===== config.mk =====
export PLATFORM = sky130hd
export DESIGN_NAME = two_wire_iface
export DESIGN_NICKNAME = d
export VERILOG_FILES = /design/src/rtl/two_wire_pkg.sv /design/src/rtl/two_wire_iface.sv /design/src/rtl/bus_line_sync.sv
export SDC_FILE = /design/constraint.sdc
export NUM_CORES = 1
export LEC_CHECK = 0
export BUFFER_PORTS_ARGS = -buffer_cell sky130_fd_sc_hd__buf_4
export CAP_MARGIN = 25
export CORE_AREA = 5 5 111 113
export DETAILED_ROUTE_END_ITERATION = 12
export DIE_AREA = 0 0 116 118
export GPL_TIMING_DRIVEN = 0
export PLACE_DENSITY = 0.85
export SLEW_MARGIN = 15
export SYNTH_ARGS = -nofsm -noshare
export SYNTH_HDL_FRONTEND = slang
export SYNTH_HIERARCHICAL = 1
export SYNTH_SLANG_ARGS = --single-unit
export TNS_END_PERCENT = 10

===== constraint.sdc =====
create_clock -name clk -period 2.2 [get_ports clk]
set_clock_uncertainty 0.15 [all_clocks]
set_input_delay 0.33 -clock clk [delete_from_list [all_inputs] [get_ports clk]]
set_output_delay 0.33 -clock clk [all_outputs]
set_load 0.01 [all_outputs]

===== src/rtl/two_wire_pkg.sv =====
package two_wire_pkg;

   // system clock and bus timing
   localparam int CLK_PERIOD_NS = 25;
   localparam int SCL_HALF_NS = 5000;
   localparam logic [15:0] HALF_CYC = 16'(SCL_HALF_NS / CLK_PERIOD_NS);
   localparam logic [15:0] QUARTER_CYC = 16'(SCL_HALF_NS / (2 * CLK_PERIOD_NS));

   // address fields and bit counter indices
   localparam logic [6:0] GEN_CALL_ADDR = 7'h00;
   localparam logic [3:0] RESERVED_PREFIX = 4'hf;
   localparam logic [3:0] ACK_BIT_IDX = 4'h8;
   localparam logic [3:0] ACK_DONE_IDX = 4'h9;

   typedef enum logic [1:0] {
      CMD_START,
      CMD_WRITE,
      CMD_READ,
      CMD_STOP
   } cmd_t;

   typedef enum logic [3:0] {
      M_IDLE,
      M_START,
      M_HOLD,
      M_RS_LOW,
      M_STOP_LOW,
      M_RISE,
      M_STOP_END,
      M_BIT_LOW,
      M_BIT_HIGH
   } mst_state_t;

   typedef enum logic [2:0] {
      S_IDLE,
      S_ADDR,
      S_RX,
      S_TX,
      S_WAIT
   } slv_state_t;

endpackage : two_wire_pkg


===== src/rtl/two_wire_iface.sv =====
`timescale 1ns/1ps
module two_wire_iface
   import two_wire_pkg::*;
(
   // clock and reset
   input wire logic clk,
   input wire logic rstn,
   // power control
   input wire logic twowire_power_off_bit,
   // master command port
   input wire logic cmd_valid,
   input wire logic [1:0] cmd_op,
   input wire logic [7:0] cmd_data,
   input wire logic cmd_nack,
   output logic cmd_ready,
   output logic cmd_done,
   output logic cmd_err,
   output logic ack_rx,
   output logic [7:0] rd_data,
   output logic bus_busy,
   // slave port
   input wire logic [6:0] own_addr,
   input wire logic gc_enable,
   input wire logic slv_ack_en,
   input wire logic [7:0] slv_tx_data,
   output logic slv_rx_valid,
   output logic [7:0] slv_rx_data,
   output logic slv_tx_load,
   output logic slv_addressed,
   output logic slv_gcall,
   // bus pins
   input wire logic scl_in,
   output logic scl_out,
   output logic scl_oe,
   input wire logic sda_in,
   output logic sda_out,
   output logic sda_oe
);
   localparam logic [15:0] HALF_M1 = HALF_CYC - 16'h0001;
   localparam logic [15:0] QUARTER_M1 = QUARTER_CYC - 16'h0001;

   typedef struct packed {
      mst_state_t ms;
      logic [15:0] mcnt;
      logic [3:0] mbit;
      logic mread;
      logic mnack_tx;
      logic [7:0] msh;
      logic m_to_stop;
      logic m_pkt;
      logic m_own;
      logic m_sda;
      logic scl_oe;
      logic cmd_ready;
      logic done;
      logic err;
      logic ack_rx;
      logic [7:0] rd_data;
      logic scl_q;
      logic sda_q;
      logic busy;
      slv_state_t ss;
      logic [3:0] scnt;
      logic [7:0] ssh;
      logic s_sda;
      logic s_read;
      logic s_mack;
      logic s_rx_valid;
      logic [7:0] s_rx_data;
      logic s_tx_load;
      logic s_addressed;
      logic s_gcall;
      logic sda_oe;
   } st_t;

   st_t r_r;
   st_t r_nxt;
   logic scl_s;
   logic sda_s;

   bus_line_sync #(
      .W(2)
   ) u_sync (
      .clk(clk),
      .rstn(rstn),
      .d({scl_in, sda_in}),
      .q({scl_s, sda_s})
   );

   function automatic logic addr_match(input logic [6:0] a, input logic [6:0] own);
      addr_match = (a == own) && (own[6:3] != RESERVED_PREFIX);
   endfunction : addr_match

   always_comb
   begin
      logic start_det;
      logic stop_det;
      logic scl_rise;
      logic scl_fall;
      logic take;
      logic hit_own;
      logic hit_gc;
      start_det = 1'b0;
      stop_det = 1'b0;
      scl_rise = 1'b0;
      scl_fall = 1'b0;
      take = 1'b0;
      hit_own = 1'b0;
      hit_gc = 1'b0;
      r_nxt = r_r;
      r_nxt.done = 1'b0;
      r_nxt.s_rx_valid = 1'b0;
      r_nxt.s_tx_load = 1'b0;
      r_nxt.scl_q = scl_s;
      r_nxt.sda_q = sda_s;
      start_det = scl_s && r_r.scl_q && r_r.sda_q && !sda_s;
      stop_det = scl_s && r_r.scl_q && !r_r.sda_q && sda_s;
      scl_rise = scl_s && !r_r.scl_q;
      scl_fall = !scl_s && r_r.scl_q;
      take = cmd_valid && r_r.cmd_ready;
      if (start_det)
      begin
         r_nxt.busy = 1'b1;
      end
      else if (stop_det)
      begin
         r_nxt.busy = 1'b0;
      end
      // master
      unique case (r_r.ms)
         M_IDLE:
         begin
            r_nxt.cmd_ready = 1'b1;
            if (take)
            begin
               if (cmd_t'(cmd_op) == CMD_START && !r_r.busy)
               begin
                  r_nxt.cmd_ready = 1'b0;
                  r_nxt.ms = M_START;
                  r_nxt.mcnt = '0;
                  r_nxt.m_own = 1'b1;
               end
               else
               begin
                  r_nxt.done = 1'b1;
                  r_nxt.err = 1'b1;
               end
            end
         end
         M_START:
         begin
            r_nxt.m_sda = 1'b1;
            r_nxt.mcnt = r_r.mcnt + 16'h0001;
            if (r_r.mcnt == HALF_M1)
            begin
               r_nxt.scl_oe = 1'b1;
               r_nxt.ms = M_HOLD;
               r_nxt.m_pkt = 1'b0;
               r_nxt.done = 1'b1;
               r_nxt.err = 1'b0;
               r_nxt.cmd_ready = 1'b1;
            end
         end
         M_HOLD:
         begin
            // let go of data one cycle after the clock went low
            r_nxt.m_sda = 1'b0;
            if (take)
            begin
               r_nxt.cmd_ready = 1'b0;
               r_nxt.mcnt = '0;
               r_nxt.mbit = '0;
               r_nxt.err = 1'b0;
               unique case (cmd_t'(cmd_op))
                  CMD_START:
                  begin
                     r_nxt.m_sda = 1'b0;
                     r_nxt.ms = M_RS_LOW;
                  end
                  CMD_WRITE:
                  begin
                     r_nxt.msh = cmd_data;
                     r_nxt.mread = 1'b0;
                     r_nxt.ms = M_BIT_LOW;
                  end
                  CMD_READ:
                  begin
                     r_nxt.mread = 1'b1;
                     r_nxt.mnack_tx = cmd_nack;
                     r_nxt.ms = M_BIT_LOW;
                  end
                  CMD_STOP:
                  begin
                     if (r_r.m_pkt)
                     begin
                        r_nxt.m_sda = 1'b1;
                        r_nxt.ms = M_STOP_LOW;
                     end
                     else
                     begin
                        r_nxt.cmd_ready = 1'b1;
                        r_nxt.done = 1'b1;
                        r_nxt.err = 1'b1;
                     end
                  end
               endcase
            end
         end
         M_RS_LOW, M_STOP_LOW:
         begin
            r_nxt.mcnt = r_r.mcnt + 16'h0001;
            if (r_r.mcnt == QUARTER_M1)
            begin
               r_nxt.scl_oe = 1'b0;
               r_nxt.m_to_stop = (r_r.ms == M_STOP_LOW);
               r_nxt.mcnt = '0;
               r_nxt.ms = M_RISE;
            end
         end
         M_RISE:
         begin
            if (scl_s)
            begin
               r_nxt.mcnt = r_r.mcnt + 16'h0001;
               if (r_r.mcnt == QUARTER_M1)
               begin
                  r_nxt.mcnt = '0;
                  if (r_r.m_to_stop)
                  begin
                     r_nxt.m_sda = 1'b0;
                     r_nxt.ms = M_STOP_END;
                  end
                  else
                  begin
                     r_nxt.ms = M_START;
                  end
               end
            end
         end
         M_STOP_END:
         begin
            r_nxt.mcnt = r_r.mcnt + 16'h0001;
            if (r_r.mcnt == HALF_M1)
            begin
               r_nxt.ms = M_IDLE;
               r_nxt.m_own = 1'b0;
               r_nxt.done = 1'b1;
               r_nxt.cmd_ready = 1'b1;
            end
         end
         M_BIT_LOW:
         begin
            r_nxt.mcnt = r_r.mcnt + 16'h0001;
            if (r_r.mcnt == QUARTER_M1)
            begin
               if (r_r.mbit < ACK_BIT_IDX)
               begin
                  r_nxt.m_sda = r_r.mread ? 1'b0 : !r_r.msh[7];
               end
               else
               begin
                  r_nxt.m_sda = r_r.mread ? !r_r.mnack_tx : 1'b0;
               end
            end
            if (r_r.mcnt == HALF_M1)
            begin
               r_nxt.scl_oe = 1'b0;
               r_nxt.mcnt = '0;
               r_nxt.ms = M_BIT_HIGH;
            end
         end
         M_BIT_HIGH:
         begin
            if (scl_s)
            begin
               r_nxt.mcnt = r_r.mcnt + 16'h0001;
               if (r_r.mcnt == QUARTER_M1)
               begin
                  if (r_r.mbit < ACK_BIT_IDX)
                  begin
                     r_nxt.msh = {r_r.msh[6:0], sda_s};
                  end
                  else
                  begin
                     r_nxt.ack_rx = !sda_s;
                  end
               end
               if (r_r.mcnt == HALF_M1)
               begin
                  r_nxt.scl_oe = 1'b1;
                  r_nxt.mcnt = '0;
                  if (r_r.mbit == ACK_BIT_IDX)
                  begin
                     r_nxt.ms = M_HOLD;
                     r_nxt.m_pkt = 1'b1;
                     r_nxt.rd_data = r_r.msh;
                     r_nxt.done = 1'b1;
                     r_nxt.cmd_ready = 1'b1;
                  end
                  else
                  begin
                     r_nxt.mbit = r_r.mbit + 4'h1;
                     r_nxt.ms = M_BIT_LOW;
                  end
               end
            end
         end
      endcase
      // slave
      if (r_r.m_own || stop_det)
      begin
         r_nxt.ss = S_IDLE;
         r_nxt.s_sda = 1'b0;
         r_nxt.s_addressed = 1'b0;
         r_nxt.s_gcall = 1'b0;
      end
      else if (start_det)
      begin
         r_nxt.ss = S_ADDR;
         r_nxt.scnt = '0;
         r_nxt.s_sda = 1'b0;
         r_nxt.s_addressed = 1'b0;
         r_nxt.s_gcall = 1'b0;
      end
      else
      begin
         unique case (r_r.ss)
            S_IDLE, S_WAIT:
            begin
               r_nxt.s_sda = 1'b0;
            end
            S_ADDR, S_RX:
            begin
               if (scl_rise && r_r.scnt < ACK_BIT_IDX)
               begin
                  r_nxt.ssh = {r_r.ssh[6:0], sda_s};
                  r_nxt.scnt = r_r.scnt + 4'h1;
               end
               else if (scl_rise && r_r.scnt == ACK_BIT_IDX)
               begin
                  r_nxt.scnt = ACK_DONE_IDX;
               end
               else if (scl_fall && r_r.scnt == ACK_BIT_IDX)
               begin
                  if (r_r.ss == S_ADDR)
                  begin
                     hit_own = addr_match(r_r.ssh[7:1], own_addr);
                     hit_gc = (r_r.ssh[7:1] == GEN_CALL_ADDR) && !r_r.ssh[0] && gc_enable;
                     r_nxt.s_read = r_r.ssh[0];
                     if ((hit_own || hit_gc) && slv_ack_en)
                     begin
                        r_nxt.s_sda = 1'b1;
                        r_nxt.s_addressed = 1'b1;
                        r_nxt.s_gcall = hit_gc;
                     end
                  end
                  else
                  begin
                     r_nxt.s_rx_valid = 1'b1;
                     r_nxt.s_rx_data = r_r.ssh;
                     r_nxt.s_sda = slv_ack_en;
                  end
               end
               else if (scl_fall && r_r.scnt == ACK_DONE_IDX)
               begin
                  r_nxt.s_sda = 1'b0;
                  r_nxt.scnt = '0;
                  if (!r_r.s_sda)
                  begin
                     r_nxt.ss = S_WAIT;
                  end
                  else if (r_r.ss == S_ADDR && r_r.s_read)
                  begin
                     r_nxt.ss = S_TX;
                     r_nxt.ssh = slv_tx_data;
                     r_nxt.s_sda = !slv_tx_data[7];
                     r_nxt.s_tx_load = 1'b1;
                  end
                  else
                  begin
                     r_nxt.ss = S_RX;
                  end
               end
            end
            S_TX:
            begin
               if (scl_rise)
               begin
                  r_nxt.scnt = r_r.scnt + 4'h1;
                  if (r_r.scnt == ACK_BIT_IDX)
                  begin
                     r_nxt.s_mack = !sda_s;
                  end
               end
               else if (scl_fall && r_r.scnt < ACK_BIT_IDX && r_r.scnt != 4'h0)
               begin
                  r_nxt.ssh = {r_r.ssh[6:0], 1'b0};
                  r_nxt.s_sda = !r_r.ssh[6];
               end
               else if (scl_fall && r_r.scnt == ACK_BIT_IDX)
               begin
                  r_nxt.s_sda = 1'b0;
               end
               else if (scl_fall && r_r.scnt == ACK_DONE_IDX)
               begin
                  r_nxt.scnt = '0;
                  if (r_r.s_mack)
                  begin
                     r_nxt.ssh = slv_tx_data;
                     r_nxt.s_sda = !slv_tx_data[7];
                     r_nxt.s_tx_load = 1'b1;
                  end
                  else
                  begin
                     r_nxt.ss = S_WAIT;
                  end
               end
            end
         endcase
      end
      r_nxt.sda_oe = r_nxt.m_sda || r_nxt.s_sda;
      if (twowire_power_off_bit)
      begin
         r_nxt = '0;
         r_nxt.scl_q = scl_s;
         r_nxt.sda_q = sda_s;
      end
   end

   always_ff @(posedge clk or negedge rstn)
   begin
      if (!rstn)
      begin
         r_r <= '0;
         // line history starts at the idle level, no false edge
         r_r.scl_q <= 1'b1;
         r_r.sda_q <= 1'b1;
      end
      else
      begin
         r_r <= r_nxt;
      end
   end

   assign cmd_ready = r_r.cmd_ready;
   assign cmd_done = r_r.done;
   assign cmd_err = r_r.err;
   assign ack_rx = r_r.ack_rx;
   assign rd_data = r_r.rd_data;
   assign bus_busy = r_r.busy;
   assign slv_rx_valid = r_r.s_rx_valid;
   assign slv_rx_data = r_r.s_rx_data;
   assign slv_tx_load = r_r.s_tx_load;
   assign slv_addressed = r_r.s_addressed;
   assign slv_gcall = r_r.s_gcall;
   assign scl_out = 1'b0;
   assign scl_oe = r_r.scl_oe;
   assign sda_out = 1'b0;
   assign sda_oe = r_r.sda_oe;
endmodule : two_wire_iface


===== src/rtl/bus_line_sync.sv =====
`timescale 1ns/1ps
module bus_line_sync #(
   parameter int W = 2
) (
   // clock and reset
   input wire logic clk,
   input wire logic rstn,
   // lines
   input wire logic [W-1:0] d,
   output logic [W-1:0] q
);
   typedef struct packed {
      logic [W-1:0] s1;
      logic [W-1:0] s2;
   } sync_t;

   sync_t r_r;
   sync_t r_nxt;

   always_comb
   begin
      r_nxt.s1 = d;
      r_nxt.s2 = r_r.s1;
   end

   // idle bus reads high
   always_ff @(posedge clk or negedge rstn)
   begin
      if (!rstn)
      begin
         r_r <= '1;
      end
      else
      begin
         r_r <= r_nxt;
      end
   end

   assign q = r_r.s2;
endmodule : bus_line_sync


Yosys cells after proc, flatten, opt, wreduce, memory -nomap -nowiden
Index checks and enable logic that the tools add are counted.
{ "totals": {"output_inout_bits": 29, "regBits": 89} }
{ "classes": {"add_sub_neg": 3, "eq_ne": 71, "reduce_logical": 93, "mux": 155, "n_lt_le_gt_ge": 2} }
{ "op_table": {"columns": ["cell", "n"], "rows": [
  ["$mux W16", 14],
  ["$mux W15", 12],
  ["$pmux W20 S8", 1],
  ["$mux W20", 6],
  ["$mux W9", 10],
  ["$mux W85", 1],
  ["$mux W12", 6],
  ["$ne A5 B5 Y1 const B", 12],
  ["$mux W8", 7],
  ["$mux W24", 2],
  ["$ne A4 B4 Y1 const B", 12],
  ["$mux W1", 47],
  ["$ne A3 B3 Y1 const B", 15],
  ["$mux W3", 14],
  ["$mux W34", 1],
  ["$pmux W15 S2", 1],
  ["$reduce_bool A2 Y1", 15],
  ["$mux W4", 7],
  ["$reduce_and A7 Y1", 4],
  ["$reduce_bool A4 Y1", 7],
  ["$reduce_and A5 Y1", 5],
  ["$reduce_and A12 Y1", 2],
  ["$mux W2", 11],
  ["$logic_and A1 B1 Y1", 20],
  ["other kinds (42)", 92]
]} }

Logic depth before layout (Yosys ltp)
Gate-level depths: netlist of run 1.
{ "logic_depth": {"ltp_word": 24, "depth_mapped": 9, "mapped_depth_nobuf": 8} }

Modules after synthesis
The synthesis of run 1 kept the hierarchy.
{ "modules_own_cells": {"columns": ["module", "seq_area_each_um2", "area_per_inst_um2", "cells_per_inst", "instances"], "rows": [
  ["two_wire_iface", 2129.5, 5740.5, 665, 1],
  ["bus_line_sync", 105.1, 105.1, 4, 1]
]} }

Worst setup path after synthesis of run 1
No wires, ideal clock.
{ "synth_path": {"kind": "register to register", "startpoint": "register r_r[24] (netlist name)", "endpoint": "register r_r[16] (netlist name)", "path_stages_with_launch": 9, "t_arrival_ns": 2.033, "setup_time_ns": 0.125, "slack_ns": -0.108, "period_less_slack_ns": 2.308, "cell_sequence": "dfrtp_1 > inv_1 > ha_1 > and2b_1 > nor3b_4 > a211oi_1 > nor3b_1 > a21oi_2 > mux2_2"} }
{ "synth_via": {"elab_chain_cells": 9, "word_cells_on_any_way": 26, "cone_classes": "1 x order compare; 10 x eq/ne; 7 x mux; 8 x reduce/logical"} }
{ "synth_rtl": {"columns": ["item", "line", "source"], "rows": [
  ["start, declared", "two_wire_iface.sv:76", "st_t r_r;"],
  ["start signal, assigned", "two_wire_iface.sv:441", "r_r <= r_nxt;"],
  ["$lt A4 B4 Y1", "two_wire_iface.sv:334, two_wire_iface.sv:395", null],
  ["$logic_and A1 B1 Y1 (2 in series)", "two_wire_iface.sv:395", "else if (scl_fall && r_r.scnt < ACK_BIT_IDX && r_r.scnt != 4'h0)"],
  ["$mux W9", "two_wire_iface.sv:395", null],
  ["$mux W9", "two_wire_iface.sv:387", "if (scl_rise)"],
  ["$pmux W15 S2", "two_wire_iface.sv:327", "unique case (r_r.ss)"],
  ["$mux W8", "two_wire_iface.sv:317", "else if (start_det)"],
  ["$mux W12", "two_wire_iface.sv:310", "if (r_r.m_own || stop_det)"],
  ["$mux W85", "two_wire_iface.sv:422", "if (twowire_power_off_bit)"]
]} }
Several ways; a longest one is shown, not always the timed one. The select of a mux whose other input is x is not followed.
A chain may end at the register's enable or synchronous reset.

Final worst setup path of run 1
{ "layout_path": {"startpoint": "register r_r[67] (netlist name)", "endpoint": "register r_r[80] (netlist name)"} }
{ "layout_via": {"elab_chain_cells": 5, "word_cells_on_any_way": 11, "cone_classes": "1 x add/sub; 2 x eq/ne; 8 x mux"} }
{ "layout_rtl": {"columns": ["item", "line", "source"], "rows": [
  ["$add A16 B1 Y16 (tied with other cells)", null, null],
  ["$mux W24 / $mux W20 (equally long branches)", "two_wire_iface.sv:288, two_wire_iface.sv:225", null],
  ["$mux W24 / $mux W20 (equally long branches)", "two_wire_iface.sv:274, two_wire_iface.sv:222", null],
  ["$pmux W20 S8 *", "two_wire_iface.sv:130", "unique case (r_r.ms)"],
  ["$mux W85 *", "two_wire_iface.sv:422", null]
]} }
Every way passes the cells marked *; elsewhere a longest branch is shown, timed or not. The select of a mux whose other input is x is not followed.

==> results by group, run 1 <==
Logic synthesis
  • Post-synthesis instance area: 0.00585 mm2
  • Syn avg cell area: 8.74 um2
  • Syn Inst Count: 669
  • Area contributors post-synth: dfrtp_1 (36%), nand2_1 (5.9%), a21oi_1 (4.1%), nand3_1 (3.7%), nor2_1 (3.4%)
  • Top FF cell, synth: dfrtp_1
  • YS warnings: 6
  • Post-synthesis sequential area ratio: 0.382
  • Ys async rst share: 1.00
  • Share of the synthesized area in the top cell type: 0.355
  • Synth cell types: 86
  • Area leader, netlist: dfrtp_1
  • Flops & latches, synth: 89
  • Number of flops mapped to enable cells by yosys: 0

Drt
  • Final WL: 17900 um
  • DRT iter0 DRCs: 684
  • Drc violations: 0
  • Via-to-Cell Ratio: 6.38
  • ANT nets after route: 0
  • Routed length per instance: 19.2 um
  • DR pass1 iterations: 5
  • Total number of vias: 5925

STA
  • Hold Slack: 90.9 ps
  • Final worst slack: -144 ps
  • Worst rel slew slack: 0.544
  • Worst-margin pin slew: 681 ps
  • Fmax: 427 MHz
  • Final max-slew violation count: 0
  • RSZ-0062 raised after global routing: yes
  • Post-route minimum period: 2340 ps
  • Tcrit/Tclk final: 1.07
  • Fin. Hold Viols: 0
  • Final setup fails: 45

Place
  • IO buf count: 60
  • Setup WS pre-CTS: -564 ps
  • Routability cong.: 0.970
  • HPWL Detailed: 11700 um

CTS
  • CTS tree: built
  • Root Driver: clkbuf_16
  • Clk Latency, worst-skew pair: 350 ps
  • Clock Path Buffers: 2
  • CTS Buf Count: 9
  • Clock sink count: 89
  • Worst-path clk slew: 60 ps
  • CTS H-tree depth: 3

Setup path
  • Slowest stage delay, CP: 480 ps
  • Worst R2R Path Depth: 7
  • Worst Setup Start Kind: flop
  • CP max stage cell: dfrtp_1
  • Required arrival time at the worst endpoint: 2280 ps
  • Crit. End Element: flop
  • Critical path class: flop to flop
  • CP Cell Sequence: nor3b_1 > nand4_4 > o211a_1 > o21a_4 > buf_4 > a31oi_2 > o31ai_2
  • Maximum fanout along the worst path: 10
  • Critical Path AT: 2420 ps

Final layout
  • Nets: 820
  • N_diodes: 0
  • Most frequent cells in the layout: buf_4 (119), nand2_1 (90), dfrtp_1 (74), nor2_1 (50), a21oi_1 (47)
  • Most common cell after layout, fill and taps aside: buf_4
  • Proportion of layout cells with a drive suffix above 1: 0.325
  • Area growth, synth to finish: 27.7%

Outcome
  • Failing checks: negative setup slack
  • Outcome: finished, violations left

Flow run
  • Max-cap violations: 0

Floorplanning
  • Core area: 0.0112 mm2
  • Die Y: 118 um
  • Die W: 116 um
  • # IOs: 63
  • DIE AREA: 0.0137 mm2
  • Num rows: 39
  • Starting Density: 0.521

Global route
  • Vias in the first global route: 5827
  • Total gr overflow: 0
  • First-pass GRT wire length: 28400 um
  • Pin count of the biggest net entering global routing: 63
  • Global-route usage over all layers: 0.256
  • Initial antenna violation count: 0

Min path
  • Hold depth: 3
  • Hold Crit Class: input port to flop

Power
  • Max VDD drop: 0.329 mV
  • Total power: 3.66 mW
  • Static Leak: 3.12 nW
  • PD cells: 490 mW/mm2
state kept, by name, indices dropped and copies added (netlist names):
signal and count:
cmd_done 1, r_r 58, ack_rx 1, u_sync/q 2, cmd_err 1, u_sync/r_nxt 2
slv_tx_load 1, slv_rx_data 8, scl_oe 1, bus_busy 1, cmd_ready 1, sda_oe 1
slv_gcall 1, slv_rx_valid 1, slv_addressed 1, rd_data 8
final timing paths:
path	from	endpoint	slack (ps)
min in group asynchronous	rstn	rd_data[5]	300
min reg2reg	u_sync/r_nxt[1]	u_sync/q[1]	210
max in group asynchronous	rstn	r_r[33]	910
min	cmd_nack	r_r[59]	90
max reg2reg	r_r[67]	r_r[80]	-140
max	r_r[67]	r_r[80]	-140
what timing repair did:
action / 4_1_cts / 5_1_grt
setup endpoints to repair: 73 / 72
hold buffers: 3 / 0
gates cloned: 0 / 1
setup buffers: 30 / 10
endpoints found under the hold margin: 27 / 0
pin swaps: 21 / 10
resized for setup: 54 / 36
layer usage:
layer	share of wire	vias up	track usage
li1	-	2644	-
met1	0.40	2893	0.331
met2	0.49	329	0.412
met3	0.079	59	0.0432
met4	0.033	0	0.123
met5	0	-	0
cell type report:
class                      instances  area, um2
buffer                            52        333
clock buffer                      12        246
clock inverter                     4       52.6
fill                             849       3760
inverter                          16       60.1
multi-input combinational        507       3480
sequential                        89       2250
tap                              143        179
timing repair buffer             105        870
Yosys cell counts, types with 4 or more instances:
| master | number |
|---|---|
| nor3_1 | 12 |
| dfrtp_1 | 83 |
| ha_1 | 6 |
| o41ai_1 | 4 |
| mux2i_1 | 12 |
| o311ai_1 | 4 |
| nand2_1 | 92 |
| xnor2_1 | 4 |
| a21oi_1 | 48 |
| and4_1 | 4 |
| a22oi_1 | 17 |
| and3_1 | 5 |
| o311ai_2 | 4 |
| or3_1 | 7 |
| a31oi_1 | 5 |
| buf_1 | 8 |
| mux2_2 | 12 |
| nor2b_1 | 7 |
| o211ai_1 | 4 |
| clkbuf_1 | 15 |
| nand3_1 | 43 |
| a211oi_1 | 4 |
| xor2_1 | 7 |
| buf_4 | 19 |
| buf_2 | 13 |
| o21ai_0 | 29 |
| o22ai_1 | 9 |
| nand2b_1 | 8 |
| nor4_1 | 7 |
| nor2_1 | 53 |
| a21o_1 | 10 |
| nor3b_1 | 4 |
| inv_1 | 16 |
| o21bai_1 | 5 |
| nand3b_1 | 4 |
| a41oi_1 | 4 |
| dfstp_2 | 6 |
per-stage QoR:
step | area (um2) | setup TNS [ps] | util | cells
2_1_floorplan | 5860 | -316 | - | 670
3_5_place_dp | 6520 | -18500 | 0.581 | 874
6_report | 7470 | -2160 | 0.665 | 928
4_1_cts | 7270 | -1720 | 0.648 | 919
5_1_grt | 7470 | -6580 | 0.665 | 928
3_3_place_gp | 6490 | -16570 | 0.578 | 873
kinds of logic (layout without fill, tap and decap cells):
family,Yosys count,count (layout),synth area share
AOI/OAI and AO/OA,180,180,0.219
xor gates and xnor gates,11,11,0.0165
adders and majority gates,6,6,0.0128
buffers and inverters,74,189,0.0653
DFF,89,89,0.382
muxes,24,24,0.0437
other,1,2,0.000642
and+or+nand+nor,284,284,0.260
power breakdown:
group          internal (mW)  switching (mW)
registers               1.66          0.0234
clock network          0.914           0.651
logic                  0.171           0.242
total                   2.75           0.917
worst max-delay path, delay by kind of cell, from the launching register on:
family,cells,cell delay [ps]
flops,1,480
simple gates,2,690
compound gates,4,710
buf+inv,1,180
Power figures use the tool's default switching activity.
==> run 2: changes to the inputs <==
--- a/config.mk
+++ b/config.mk
@@ -12,6 +12,7 @@
 export DIE_AREA = 0 0 116 118
 export GPL_TIMING_DRIVEN = 0
 export PLACE_DENSITY = 0.85
+export SETUP_SLACK_MARGIN = 0.3
 export SLEW_MARGIN = 15
 export SYNTH_ARGS = -nofsm -noshare
 export SYNTH_HDL_FRONTEND = slang
==> run 2 against run 1 <==
Against the previous run:
- the flow still finishes with violations (negative setup slack)
- count of clock-buffer cells in the layout stayed put
- non-clock buffer count rose by 2
- die area unchanged
- total power grew 0.57%
- final area rose by 1.8%
- via count fell by 0.29%
- final cell count increased by 0.22%
- register-to-register slack about the same
- global-route usage up 0.63 points
- critical path type unchanged
- first-iteration DRC count is 9.4% higher
==> results by group, run 2 (synthesis gave the netlist of run 1 again) <==
Setup path
  • Slowest stage delay, CP: 450 ps (was 480 ps)
  • Crit. End Element: flop (unchanged)
  • Maximum fanout along the worst path: 5 (was 10)
  • Crit path max-delay family: simple AND/OR/NAND/NOR gates (was compound AO/OA/AOI/OAI gates)
  • Levels on crit path: 7 (unchanged)
  • Worst Setup Start Kind: flop (unchanged)
  • Cell mode on critical path: buf_4
  • R2R setup slack: -130 ps (was -140 ps)
  • CP Cell Sequence: nor4_4 > buf_4 > nand4_1 > buf_4 > o311ai_4 > a31oi_1 > or2_1 (was nor3b_1 > nand4_4 > o211a_1 > o21a_4 > buf_4 > a31oi_2 > o31ai_2)
  • Critical Path AT: 2420 ps (about the same)
  • CP max stage cell: dfrtp_2 (was dfrtp_1)
  • Worst R2R Path Depth: 7 (unchanged)
  • Worst path bufs/invs: 2 (was 1)
  • Required arrival time at the worst endpoint: 2290 ps (was 2280 ps)
  • Critical path class: flop to flop (unchanged)

Final layout
  • Proportion of layout cells with a drive suffix above 1: 0.335 (was 0.325)
  • Most common cell after layout, fill and taps aside: buf_4 (unchanged)
  • N_diodes: 0 (unchanged)
  • Largest register FFs: 58 (unchanged)
  • Most frequent cells in the layout: buf_4 (110), nand2_1 (91), dfrtp_1 (75), nor2_1 (50), a21oi_1 (45) (was buf_4 (119), nand2_1 (90), dfrtp_1 (74), nor2_1 (50), a21oi_1 (47))
  • Nets: 822 (was 820)
  • Post-Layout Cell Count: 930 (was 928)
  • Area growth, synth to finish: 30.1% (was 27.7%)
  • Design area: 0.00760 mm2 (was 0.00747 mm2)
  • Util after Layout: 0.677 (was 0.665)
  • Biggest register: r_r (unchanged)
  • Filler instances: 819 (was 849)

Floorplanning
  • DIE AREA: 0.0137 mm2 (unchanged)
  • Num rows: 39 (unchanged)
  • Core area: 0.0112 mm2 (unchanged)
  • Die Y: 118 um (unchanged)
  • Starting Density: 0.521 (unchanged)
  • # IOs: 63 (unchanged)
  • Die W: 116 um (unchanged)

Global route
  • Initial antenna violation count: 0 (unchanged)
  • Global-route usage over all layers: 0.262 (was 0.256)
  • Vias in the first global route: 5908 (was 5827)
  • First-pass GRT wire length: 29100 um (was 28400 um)
  • Pin count of the biggest net entering global routing: 63 (unchanged)
  • Total gr overflow: 0 (unchanged)

CTS
  • CTS Buf Count: 9 (unchanged)
  • CTS tree: built (unchanged)
  • Root Driver: clkbuf_16 (unchanged)
  • CTS H-tree depth: 3 (unchanged)
  • Clock Path Buffers: 2 (unchanged)
  • Clk Latency, worst-skew pair: 350 ps (about the same)
  • Clock sink count: 89 (unchanged)
  • Worst-path clk slew: 70 ps (was 60 ps)

Drt
  • ANT nets after route: 0 (unchanged)
  • Routed length per instance: 19.3 um (was 19.2 um)
  • DR pass1 iterations: 6 (was 5)
  • Total number of vias: 5908 (was 5925)
  • Final WL: 17900 um (about the same)
  • DRT iter0 DRCs: 748 (was 684)
  • Drc violations: 0 (unchanged)
  • Via-to-Cell Ratio: 6.35 (was 6.38)

Place
  • Routability cong.: 0.970 (unchanged)
  • Setup WS pre-CTS: -564 ps (unchanged)
  • Placed inst area: 0.00652 mm2 (unchanged)
  • Cells after DPL: 874 (unchanged)
  • IO buf count: 60 (unchanged)
  • HPWL Detailed: 11700 um (unchanged)

Power
  • Static Leak: 3.16 nW (was 3.12 nW)
  • Max VDD drop: 0.329 mV (about the same)
  • PD cells: 484 mW/mm2 (was 490 mW/mm2)
  • Total power: 3.68 mW (was 3.66 mW)

Outcome
  • Failing checks: negative setup slack (unchanged)
  • Outcome: finished, violations left (unchanged)

STA
  • Final max-slew violation count: 0 (unchanged)
  • Final worst slack: -131 ps (was -144 ps)
  • Fin Setup TNS: -2210 ps (was -2160 ps)
  • Tcrit/Tclk final: 1.06 (was 1.07)
  • Fmax: 429 MHz (was 427 MHz)
  • RSZ-0062 raised after global routing: yes (unchanged)
  • Worst-margin pin slew: 694 ps (was 681 ps)
  • Final setup fails: 41 (was 45)
  • Hold Slack: 84.2 ps (was 90.9 ps)
  • Worst rel slew slack: 0.536 (was 0.544)
  • Post-route minimum period: 2330 ps (was 2340 ps)
  • Fin. Hold Viols: 0 (unchanged)

Flow run
  • Max-cap violations: 0 (unchanged)

Min path
  • Hold Crit Class: input port to flop (unchanged)
  • Hold depth: 3 (unchanged)
## run 2: final timing paths
path | end | from
setup / recovery | sda_oe | r_r[78]
hold / removal | r_r[59] | cmd_nack
setup reg to reg | sda_oe | r_r[78]
hold reg to reg | u_sync/q[1] | u_sync/r_nxt[1]
max in group asynchronous | r_r[33] | rstn
min in group asynchronous | rd_data[5] | rstn
## run 2: timing repair
item                                   in CTS  in global routing
setup buffers                              29                  8
resized for setup                          95                 29
hold buffers                                3                  0
endpoints found under the hold margin      27                  0
pin swaps                                  50                 12
setup endpoints to repair                  82                 82
## run 2: layout make-up
cell class                      instances  area (um2)  share of cell area
Multi-Input combinational cell        507        3560               0.468
Sequential cell                        89        2240               0.295
Timing Repair Buffer                  101         826               0.109
Buffer                                 58         433              0.0569
Clock buffer                           12         246              0.0324
Tap cell                              143         179              0.0235
Inverter                               16        60.1             0.00790
Clock inverter                          4        52.6             0.00691
## run 2: layer usage
| metal | GRT usage | vias up | routed length, um |
|---|---|---|---|
| li1 | - | 2648 | - |
| met5 | 0 | - | 0 |
| met1 | 0.329 | 2837 | 6980 |
| met4 | 0.123 | 0 | 583 |
| met3 | 0.0452 | 63 | 1600 |
| met2 | 0.434 | 360 | 8770 |
## run 2: worst reg2reg max path, stage by stage, from the launching register on
cell	delay, ps
dfrtp_2	450
nor4_4	380
buf_4	170
nand4_1	230
buf_4	240
o311ai_4	220
a31oi_1	150
or2_1	230
## run 2: report_power, final
part,switching (mW),internal [mW]
clock network,0.659,0.915
registers,0.0233,1.66
logic,0.246,0.180
total,0.929,2.75
==> run 3: changes to the inputs <==
--- a/config.mk
+++ b/config.mk
@@ -8,6 +8,7 @@
 export BUFFER_PORTS_ARGS = -buffer_cell sky130_fd_sc_hd__buf_4
 export CAP_MARGIN = 25
 export CORE_AREA = 5 5 111 113
+export CTS_BUF_LIST = sky130_fd_sc_hd__clkbuf_8 sky130_fd_sc_hd__clkbuf_16
 export DETAILED_ROUTE_END_ITERATION = 12
 export DIE_AREA = 0 0 116 118
 export GPL_TIMING_DRIVEN = 0
==> run 3 against run 2 <==
Against the previous run:
- the run still ends with negative setup slack left
- largest power group unchanged
- maximum frequency is essentially flat
- largest cell class unchanged
- register-to-register slack hardly changed
- total power shrank 0.28%
- die area stayed put
- sequential power about the same
==> results by group, run 3 (synthesis gave the netlist of run 1 again) <==
Outcome
  • Outcome: finished, violations left (unchanged)
  • Failing checks: negative setup slack (unchanged)

Final layout
  • Proportion of layout cells with a drive suffix above 1: 0.336 (was 0.335)
  • Largest register FFs: 58 (unchanged)
  • Area growth, synth to finish: 30.2% (was 30.1%)
  • Multi-input gate area: 0.00358 mm2 (was 0.00356 mm2)
  • Util after Layout: 0.678 (was 0.677)
  • Filler instances: 816 (was 819)
  • N_diodes: 0 (unchanged)
  • Biggest register: r_r (unchanged)
  • Most common cell after layout, fill and taps aside: buf_4 (unchanged)
  • Register area: 0.00224 mm2 (unchanged)
  • Most frequent cells in the layout: buf_4 (109), nand2_1 (91), dfrtp_1 (75), nor2_1 (50), a21oi_1 (45) (was buf_4 (110), nand2_1 (91), dfrtp_1 (75), nor2_1 (50), a21oi_1 (45))
  • Nets: 821 (was 822)

Flow run
  • Max-cap violations: 0 (unchanged)

Place
  • HPWL Detailed: 11700 um (unchanged)
  • Setup WS pre-CTS: -564 ps (unchanged)
  • Routability cong.: 0.970 (unchanged)
  • IO buf count: 60 (unchanged)

Drt
  • Total number of vias: 5936 (was 5908)
  • DR pass1 iterations: 6 (unchanged)
  • Drc violations: 0 (unchanged)
  • DRT iter0 DRCs: 675 (was 748)
  • Routed length per instance: 19.3 um (about the same)
  • Via-to-Cell Ratio: 6.39 (was 6.35)
  • Final WL: 17900 um (about the same)
  • ANT nets after route: 0 (unchanged)

Min path
  • Hold Crit Class: input port to flop (unchanged)

Power
  • PD cells: 482 mW/mm2 (was 484 mW/mm2)
  • Max VDD drop: 0.328 mV (was 0.329 mV)
  • Total power: 3.67 mW (was 3.68 mW)
  • Static Leak: 3.17 nW (was 3.16 nW)

CTS
  • Clock Path Buffers: 2 (unchanged)
  • CTS tree: built (unchanged)
  • Clock sink count: 89 (unchanged)
  • CTS Buf Count: 9 (unchanged)
  • Worst-path clk slew: 60 ps (was 70 ps)
  • Clk Latency, worst-skew pair: 350 ps (about the same)
  • Root Driver: clkbuf_16 (unchanged)
  • CTS H-tree depth: 3 (unchanged)

STA
  • Fmax: 429 MHz (about the same)
  • Final worst slack: -130 ps (was -131 ps)
  • Final max-slew violation count: 0 (unchanged)
  • RSZ-0062 raised after global routing: yes (unchanged)
  • Tcrit/Tclk final: 1.06 (about the same)
  • Post-route minimum period: 2330 ps (about the same)
  • Worst rel slew slack: 0.531 (was 0.536)
  • Final setup fails: 43 (was 41)
  • Worst-margin pin slew: 700 ps (was 694 ps)
  • Fin. Hold Viols: 0 (unchanged)

Global route
  • Initial antenna violation count: 0 (unchanged)
  • Global-route usage over all layers: 0.262 (about the same)
  • Total gr overflow: 0 (unchanged)
  • First-pass GRT wire length: 29000 um (was 29100 um)
  • Vias in the first global route: 5907 (was 5908)
  • Pin count of the biggest net entering global routing: 63 (unchanged)

Setup path
  • Critical Path AT: 2430 ps (was 2420 ps)
  • Worst Setup Start Kind: flop (unchanged)
  • Critical path class: flop to flop (unchanged)
  • Required arrival time at the worst endpoint: 2300 ps (was 2290 ps)
  • Crit. End Element: flop (unchanged)
  • Maximum fanout along the worst path: 10 (was 5)

Floorplanning
  • Core area: 0.0112 mm2 (unchanged)
  • Die W: 116 um (unchanged)
  • Starting Density: 0.521 (unchanged)
  • Num rows: 39 (unchanged)
  • # IOs: 63 (unchanged)
  • DIE AREA: 0.0137 mm2 (unchanged)
  • Die Y: 118 um (unchanged)
## run 3: through the flow
step                      hold WS, ps  cells  TNS [ps]  instance area (um2)
after global routing             93.5    929     -5850                 7610
final                            92.8    929     -2330                 7610
after detailed placement          138    874    -18500                 6520
after CTS                        87.3    921     -1380                 7420
after global placement            199    873    -16570                 6490
after floorplan                  -116    670      -316                 5860
## run 3: timing repair
item,in CTS,in global routing
endpoints found under the hold margin,27,0
endpoints found under the setup margin,82,82
hold buffers,3,0
gates resized for setup,97,30
buffers inserted,28,8
gates cloned,0,0
pin swaps,50,12
## run 3: per-layer routing
layer / track usage / wire, um
met5: 0 / 0
met4: 0.123 / 638
met1: 0.328 / 6920
met3: 0.0452 / 1600
met2: 0.434 / 8730
## run 3: worst max-delay path: stages (launching register included)
cell and delay [ps]:
dfrtp_2 470, or4b_4 540, buf_8 160, nor2_4 130
a21o_4 120, o21a_4 160, nand2b_4 90, buf_12 150
o311ai_2 250
## run 3: power by group
part	switching (mW)	internal, mW
Combinational	0.250	0.180
Clock	0.654	0.905
Sequential	0.0237	1.66
Total	0.927	2.75
## run 3: final cells by class
class,count,share of cell area
repair buffers,100,0.107
multi-input cells,507,0.470
plain buffers,58,0.0569
clock inverters,6,0.00789
inverters,16,0.00789
well taps,143,0.0235
clock buffers,10,0.0314
flip-flops and latches,89,0.295
## run 3: path summary, 6_finish.rpt
path,start,endpoint,slack [ps],cells after the start
setup / recovery,r_r[82],r_r[75],-130,8
hold / removal,cmd_nack,r_r[59],90,3
setup reg to reg,r_r[82],r_r[75],-130,8
hold reg to reg,u_sync/r_nxt[1],u_sync/q[1],210,0
max in group asynchronous,rstn,r_r[33],900,3
min in group asynchronous,rstn,rd_data[5],300,2
